### config.mk
export PLATFORM = sky130hd
export DESIGN_NAME = addr_range_wrap
export DESIGN_NICKNAME = d
export VERILOG_FILES = /design/src/addr_wrap_pkg.sv /design/src/direct_page_wrap.sv /design/src/addr_range_wrap.sv
export VERILOG_INCLUDE_DIRS = /design/src /design/src/src
export SDC_FILE = /design/constraint.sdc
export NUM_CORES = 1
export LEC_CHECK = 0
export BUFFER_PORTS_ARGS = -buffer_cell sky130_fd_sc_hd__buf_2
export CAP_MARGIN = 40
export CORE_MARGIN = 2
export CORE_UTILIZATION = 45
export DETAILED_ROUTE_END_ITERATION = 7
export PLACE_DENSITY = 0.8
export SLEW_MARGIN = 20
export SYNTH_ARGS = -nofsm -noshare
export SYNTH_HDL_FRONTEND = slang
export SYNTH_SLANG_ARGS = --single-unit
### constraint.sdc
create_clock -name clk -period 2.6 [get_ports clk]
set_clock_uncertainty 0.05 [all_clocks]
set_input_delay 0 -clock clk [delete_from_list [all_inputs] [get_ports clk]]
set_output_delay 0 -clock clk [all_outputs]
set_load 0.05 [all_outputs]
### src/addr_wrap_cfg.svh
/*
  Constants for the effective-address range and wrap logic.
  Assumes inclusion by bare name from the modules; the package does not include it.
*/
`ifndef ADDR_WRAP_CFG_SVH
`define ADDR_WRAP_CFG_SVH
`define STACK_PAGE_HIGH 8'h01
`define BANK_ZERO 8'h00
`define ZERO_BYTE 8'h00
`define ZERO_ADDR 24'h00_0000
`define ADDR_VARIANT_WIDE 1'b1
`define STACK_RESET_VAL 16'h01FF
`define EMU_RESET_VAL 1'b1
`define STACK_STEP 16'h0001
`endif

### src/addr_wrap_pkg.sv
/*
  Types for the effective-address range and wrap logic.
  Assumes the _cfg header for constants; holds types only.
*/
package addr_wrap_pkg;
  typedef enum logic [3:0] {
    mode_stack,
    mode_stack_multi,
    mode_stack_relative,
    mode_direct,
    mode_direct_long_ptr,
    mode_absolute_indexed,
    mode_long
  } addr_mode_e;

  typedef struct packed {
    addr_mode_e mode;
    logic [7:0] bank;
    logic [15:0] base;
    logic [15:0] offset;
  } addr_req_s;

  typedef struct packed {
    logic [23:0] addr;
    logic [15:0] stack_ptr;
    logic emu;
  } wrap_state_s;
endpackage : addr_wrap_pkg

### src/direct_page_wrap.sv
/*
  Direct-page address former for emulation and native modes.
  Assumes the direct register and offset come from the same clock domain.
*/
`timescale 1ns/100ps
`include "addr_wrap_cfg.svh"
module direct_page_wrap
  import addr_wrap_pkg::*;
(
  input wire logic emu,
  input wire logic long_ptr,
  input wire logic [15:0] direct_reg,
  input wire logic [15:0] offset,
  output logic [15:0] addr
);
  logic [15:0] full_sum;
  logic low_byte_zero;

  always_comb begin
    full_sum = direct_reg + offset;
    low_byte_zero = (direct_reg[7:0] == `ZERO_BYTE);
    if (!emu) begin
      addr = full_sum;
    end else if (!low_byte_zero) begin
      addr = full_sum;
    end else if (long_ptr) begin
      // Pointer bytes step past the page end into the next page
      addr = full_sum;
    end else begin
      addr = {direct_reg[15:8], offset[7:0]};
    end
  end
endmodule : direct_page_wrap

### src/addr_range_wrap.sv
/*
  Effective-address range and wrap logic of the core.
  Assumes requests arrive from the core's address adders on clk; address is registered once.
*/
`timescale 1ns/100ps
`include "addr_wrap_cfg.svh"
// Operation
// - In native mode the stack pointer and every stack-type address stay in bank zero.
// - In emulation mode the stack sits in page one of bank zero.
// - In emulation mode multi-byte stack accesses may step past page one.
// - In native mode direct and direct-indexed addresses are 16-bit in bank zero.
// - Emulation with zero direct register wraps in page zero, long pointers carry on.
// - Emulation with zero low byte wraps in the direct page, long pointers carry on.
// - Emulation with nonzero low byte uses the full bank-zero range.
// - The 16-bit variant wraps absolute indexed sums within 64K.
// - The 24-bit variant carries the indexed sum into the bank byte.
// - Stack-relative addresses take stack plus offset with bank forced to zero.
// - Entering emulation forces the stack high byte to 01.
module addr_range_wrap
  import addr_wrap_pkg::*;
#(
  parameter bit WIDE_ADDR = `ADDR_VARIANT_WIDE
)(
  input wire logic clk,
  input wire logic rst_n,
  input wire logic emu_flag,
  input wire logic [15:0] direct_reg,
  input wire logic stack_load,
  input wire logic [15:0] stack_load_val,
  input wire logic stack_step,
  input wire logic stack_down,
  input wire addr_req_s req,
  output logic [23:0] mem_addr,
  output logic [15:0] stack_ptr,
  output logic emu_mode
);
  wrap_state_s st_q;
  wrap_state_s st_d;
  logic [15:0] dp_addr;
  logic dp_long_ptr;
  logic [15:0] sp_next;
  logic [23:0] addr_next;

  function automatic logic [15:0] stack_fix(input logic emu, input logic [15:0] sp);
    stack_fix = emu ? {`STACK_PAGE_HIGH, sp[7:0]} : sp;
  endfunction : stack_fix

  // One-step move; the page-one clamp is applied by the caller
  function automatic logic [15:0] stack_move(
    input logic [15:0] sp,
    input logic down
  );
    logic [15:0] moved;
    moved = sp;
    if (down) begin
      moved = sp - `STACK_STEP;
    end else begin
      moved = sp + `STACK_STEP;
    end
    stack_move = moved;
  endfunction : stack_move

  // A load wins over a step in the same cycle
  function automatic logic [15:0] next_stack(
    input logic emu,
    input logic [15:0] cur,
    input logic load,
    input logic [15:0] load_val,
    input logic step,
    input logic down
  );
    logic [15:0] sp_cur;
    logic [15:0] sp_new;
    // Page one is enforced on every cycle while in emulation, not only at entry
    sp_cur = stack_fix(emu, cur);
    sp_new = sp_cur;
    if (load) begin
      sp_new = load_val;
    end else if (step) begin
      sp_new = stack_move(sp_cur, down);
    end
    next_stack = stack_fix(emu, sp_new);
  endfunction : next_stack

  function automatic logic [16:0] wide_sum(
    input logic [15:0] base,
    input logic [15:0] offset
  );
    wide_sum = {1'b0, base} + {1'b0, offset};
  endfunction : wide_sum

  function automatic logic [23:0] bank_zero_addr(input logic [15:0] low);
    bank_zero_addr = {`BANK_ZERO, low};
  endfunction : bank_zero_addr

  // Narrow variant drops the carry, so page FF indexing folds back to page 00
  function automatic logic [23:0] indexed_addr(
    input logic wide,
    input logic [7:0] bank,
    input logic [16:0] sum
  );
    logic [7:0] bank_out;
    bank_out = `BANK_ZERO;
    if (wide) begin
      bank_out = bank + {7'h00, sum[16]};
    end
    indexed_addr = {bank_out, sum[15:0]};
  endfunction : indexed_addr

  // Long addressing carries across banks with no guard
  function automatic logic [23:0] long_addr(
    input logic [7:0] bank,
    input logic [15:0] base,
    input logic [15:0] offset
  );
    long_addr = {bank, base} + {`BANK_ZERO, offset};
  endfunction : long_addr

  // In emulation with a zero direct low byte, only the long-pointer direct mode may carry out of its page
  function automatic logic is_long_ptr(input addr_mode_e mode);
    is_long_ptr = (mode == mode_direct_long_ptr);
  endfunction : is_long_ptr

  // Modes whose result never leaves bank zero
  function automatic logic bank_zero_mode(input addr_mode_e mode);
    logic hit;
    hit = 1'b0;
    case (mode)
      mode_stack, mode_stack_multi, mode_stack_relative: begin
        hit = 1'b1;
      end
      mode_direct, mode_direct_long_ptr: begin
        hit = 1'b1;
      end
      default: begin
        hit = 1'b0;
      end
    endcase
    bank_zero_mode = hit;
  endfunction : bank_zero_mode

  // Effective address of one request, before the bank-zero guard
  function automatic logic [23:0] form_addr(
    input addr_mode_e mode,
    input logic emu,
    input logic wide,
    input logic [7:0] bank,
    input logic [15:0] base,
    input logic [15:0] offset,
    input logic [15:0] dp
  );
    logic [16:0] sum;
    logic [23:0] addr;
    sum = wide_sum(base, offset);
    addr = `ZERO_ADDR;
    case (mode)
      mode_stack: begin
        addr = bank_zero_addr(stack_fix(emu, base));
      end
      mode_stack_multi: begin
        // Full 16-bit step allowed past page one for two- and three-byte pushes
        addr = bank_zero_addr(sum[15:0]);
      end
      mode_stack_relative: begin
        addr = bank_zero_addr(sum[15:0]);
      end
      mode_direct, mode_direct_long_ptr: begin
        addr = bank_zero_addr(dp);
      end
      mode_absolute_indexed: begin
        addr = indexed_addr(wide, bank, sum);
      end
      mode_long: begin
        addr = long_addr(bank, base, offset);
      end
      default: begin
        addr = `ZERO_ADDR;
      end
    endcase
    form_addr = addr;
  endfunction : form_addr

  assign dp_long_ptr = is_long_ptr(req.mode);

  // Direct-page forming sits apart so its wrap cases stand alone
  direct_page_wrap u_dp (
    .emu(emu_flag),
    .long_ptr(dp_long_ptr),
    .direct_reg(direct_reg),
    .offset(req.offset),
    .addr(dp_addr)
  );

  always_comb begin
    st_d = st_q;
    st_d.emu = emu_flag;
    sp_next = next_stack(emu_flag, st_q.stack_ptr, stack_load, stack_load_val,
      stack_step, stack_down);
    addr_next = form_addr(req.mode, emu_flag, WIDE_ADDR, req.bank, req.base,
      req.offset, dp_addr);
    st_d.stack_ptr = sp_next;
    // Guard holds stack and direct results in bank zero whatever the adders give
    if (bank_zero_mode(req.mode)) begin
      st_d.addr = {`BANK_ZERO, addr_next[15:0]};
    end else begin
      st_d.addr = addr_next;
    end
  end

  // One register stage: address and stack settle one edge after the request
  always_ff @(posedge clk or negedge rst_n) begin
    if (!rst_n) begin
      st_q <= '{addr: `ZERO_ADDR, stack_ptr: `STACK_RESET_VAL, emu: `EMU_RESET_VAL};
    end else begin
      st_q <= st_d;
    end
  end

  // Outputs come straight from the state register
  assign mem_addr = st_q.addr;
  assign stack_ptr = st_q.stack_ptr;
  assign emu_mode = st_q.emu;
endmodule : addr_range_wrap

==> reports/results.ini <==
[hold_path]
hold_path_depth=3
hold_class=input pin to flop
min_to=mem_addr[22]$_DFF_PN0_
min-delay-start=req[38]

[setup_path]
worst_ep_required_time_ps=2800
setup.worst_path.end_class=flop
critPathKind=input pin to flop
crit_fanout=3
critPathArrivalTime_ps=2740
rrSetupSlack_ps=140
crit_start=req[5]
ff2ff_path_depth=8
r2r_start=stack_ptr[1]$_DFFE_PN1P_
setup.worst_path.start_class=input pin
worstReg2RegEnd=stack_ptr[9]$_DFF_PN0_

[synth]
synth_adder_area_share_pct=14.0
ys_types=69
ys_warn_count=0
yosys.area.top_type_share_pct=16.7
ys_async_sr_fraction_pct=100
synth_seq_cells=41
synthSimpleGateAreaFrac_pct=18.5
muxShareOfSynthArea_pct=3.94
synth_top_family_by_area=compound AO/OA/AOI/OAI gates
synth-compound-area-share_pct=30.6
syn_area_um2=4630
synth-main-ff-cell=dfrtp_1
syn_inst=566
synth_xor_area_share_pct=7.37
synth_area_per_cell_um2=8.18
synth_area_leaders=dfrtp_1, ha_1, a21oi_1
synth_nets=698
synth-edff-count=0
yosys.area.top_type=dfrtp_1
yosysSeqAreaShare_pct=22.4

[global_route]
antenna_found_initial=2
overflow=0
grt_pass1_wl_um=23700
grt_pass1_vias=5139
track_usage_pct=25.9
grt_max_degree=34

[clocking]
cts_tree=built
cts-root-buf=clkbuf_8
clock_sinks=41
cts_buffers=5
clk_latency_ps=300
cts_buffer_depth=2
htreeDepth=2
clk_pin_slew_ps=80

[route]
wire_per_inst_um=16.9
avgViaCountPerCell=5.89
drtIter0Drc=248
drtPass1Iterations=6
drc=0
wirelength_um=15000
antenna_left=0
dr_total_vias=5236

[cells_and_area]
final_cells=889
nFillCells=829
drive_above_1_share_pct=28.6
fin_nets=883
syn_to_final_growth_pct=35.4

[floorplanning]
die_h_um=105
rows=37
start_util_pct=45.7
die_w_um=105
core-area_um2=10100
top_level_ports=123
dieArea_um2=11100

[power]
power_density_nw_per_um2=444
p_leak_uw=0.00290
ir_drop_mv=0.258

[sta]
holdWs_ps=-0.432
drv_slew=0
slew_headroom_pct=53.0
fin_crit_ps=2540
worstMarginPinSlew_ps=705
fin_crit_sh_pct=97.7
fmax_ghz=0.394
setup_viol=0
hold_violations=1

[status]
status=finished, violations left
failed_checks=hold timing

[placement]
dp_hpwl_um=11300
dpl.cell_count=833
gp_congestion=0.909
port_buffers=122

[run]
maxCapViolCount=0

-- cells in the mapped netlist (all sizes together), types with 4 or more instances --
cell      n
or2       5
and3      4
nand3    13
o21ai    54
a21o     13
a211oi   12
buf       4
nand2    35
nor2     42
dfrtp    31
xnor2    29
dfstp    10
inv      19
nand2b   10
mux2i    16
a2111oi   4
ha       47
nor3     11
xor2     10
a222oi    4
a22oi     9
a31oi     6
o221ai    7
o21bai    6
a21oi    54
o21a     15
nand4    13
nor3b     4
and2      4
nor2b    17
o211ai    8
clkbuf   15
-- cell type report --
type | instances | area [um^2] | area share, %
flip-flops and latches | 41 | 1040 | 16.6
repair buffers | 197 | 1300 | 20.7
clock buffers | 6 | 72.6 | 1.16
inverters | 19 | 71.3 | 1.14
diodes | 1 | 2.50 | 0.0399
multi-input cells | 487 | 3580 | 57.1
well taps | 136 | 170 | 2.71
clock inverters | 2 | 38.8 | 0.618
-- per-layer routing --
layer  share of wire [%]  wire length (um)  vias up  GRT usage [%]
li1                    -                 -     2508              -
met1                  41              6120     2426           31.3
met2                  49              7360      249           45.6
met3                 6.7              1010       51           3.46
met4                 3.4               503        2           11.7
met5               0.080                12        -              0
-- sequential cells by signal (all words and copies together), names as in the netlist --
signal     cells
emu_mode       1
mem_addr      24
stack_ptr     16
-- cells in the final DEF, fill, tap and decap left out, types with 5 or more instances in the layout --
| cell type | instances |
|---|---|
| dfrtp_1 | 31 |
| nand4_1 | 12 |
| nor3_1 | 8 |
| xnor2_1 | 29 |
| o21bai_1 | 6 |
| o21a_1 | 15 |
| clkbuf_8 | 5 |
| o21ai_0 | 46 |
| dfstp_2 | 10 |
| nor2_1 | 40 |
| inv_1 | 18 |
| a211oi_1 | 11 |
| o211ai_1 | 7 |
| ha_1 | 43 |
| a22oi_1 | 9 |
| buf_4 | 34 |
| xor2_1 | 10 |
| nand2b_1 | 9 |
| o21ai_1 | 6 |
| nand3_1 | 12 |
| o221ai_1 | 7 |
| mux2i_1 | 16 |
| dlygate4sd3_1 | 40 |
| a21o_1 | 13 |
| nand2_1 | 35 |
| nor2b_1 | 17 |
| buf_2 | 120 |
| a21oi_1 | 51 |
-- worst max-delay path by stage --
stage	to	slack (ps)	cells past startpoint
after floorplan	mem_addr[21]$_DFF_PN0_	8	15
after global placement	mem_addr[21]$_DFF_PN0_	-170	16
after detailed placement	mem_addr[21]$_DFF_PN0_	-290	16
after CTS	mem_addr[21]$_DFF_PN0_	20	16
after global routing	stack_ptr[9]$_DFF_PN0_	-50	8
final	mem_addr[22]$_DFF_PN0_	60	15
-- report_power, final --
| group | total [uW] | leakage [uW] | switching [uW] | internal (uW) |
|---|---|---|---|---|
| combinational | 1490 | 0.00233 | 908 | 583 |
| sequential | 767 | 0.000511 | 41.7 | 725 |
| clock | 524 | 0.0000554 | 236 | 288 |
| total | 2780 | 0.00290 | 1190 | 1600 |
-- worst max-delay path: stages --
cell      delay, ps
buf_2           120
ha_1            320
o21ai_0         200
nand2b_1        100
a21oi_1         240
a211o_1         200
a31oi_2         110
or2_4           290
ha_4            160
nand4_1         140
nand2_1         140
a211oi_2        240
nand4_1         110
mux2_2          280
nand3_1          60
-- stage by stage --
stage	utilization [%]	instance area [um^2]	setup WS [ps]	total power [uW]	TNS, ps
finish	61.9	6270	59.0	2780	0
global route	61.8	6270	-53.4	2950	-54.3
CTS	60.0	6080	24.6	2720	0
detailed placement	55.0	5570	-285	2150	-1140
global placement	54.8	5550	-170	2120	-552
floorplan	-	4650	8.19	1760	0
-- kinds of logic after synthesis --
| logic type | count (synthesis) |
|---|---|
| DFF | 41 |
| buffers and inverters | 38 |
| AOI/OAI and AO/OA | 214 |
| adders and majority gates | 50 |
| muxes | 18 |
| xor gates and xnor gates | 39 |
| and+or+nand+nor | 166 |
-- repair_timing --
action	4_1_cts	5_1_grt
resized for setup	0	32
buffers inserted	0	7
hold buffers	40	0
endpoints found under the setup margin	0	11
hold endpoints to repair	75	0
Power figures use the tool's default switching activity.
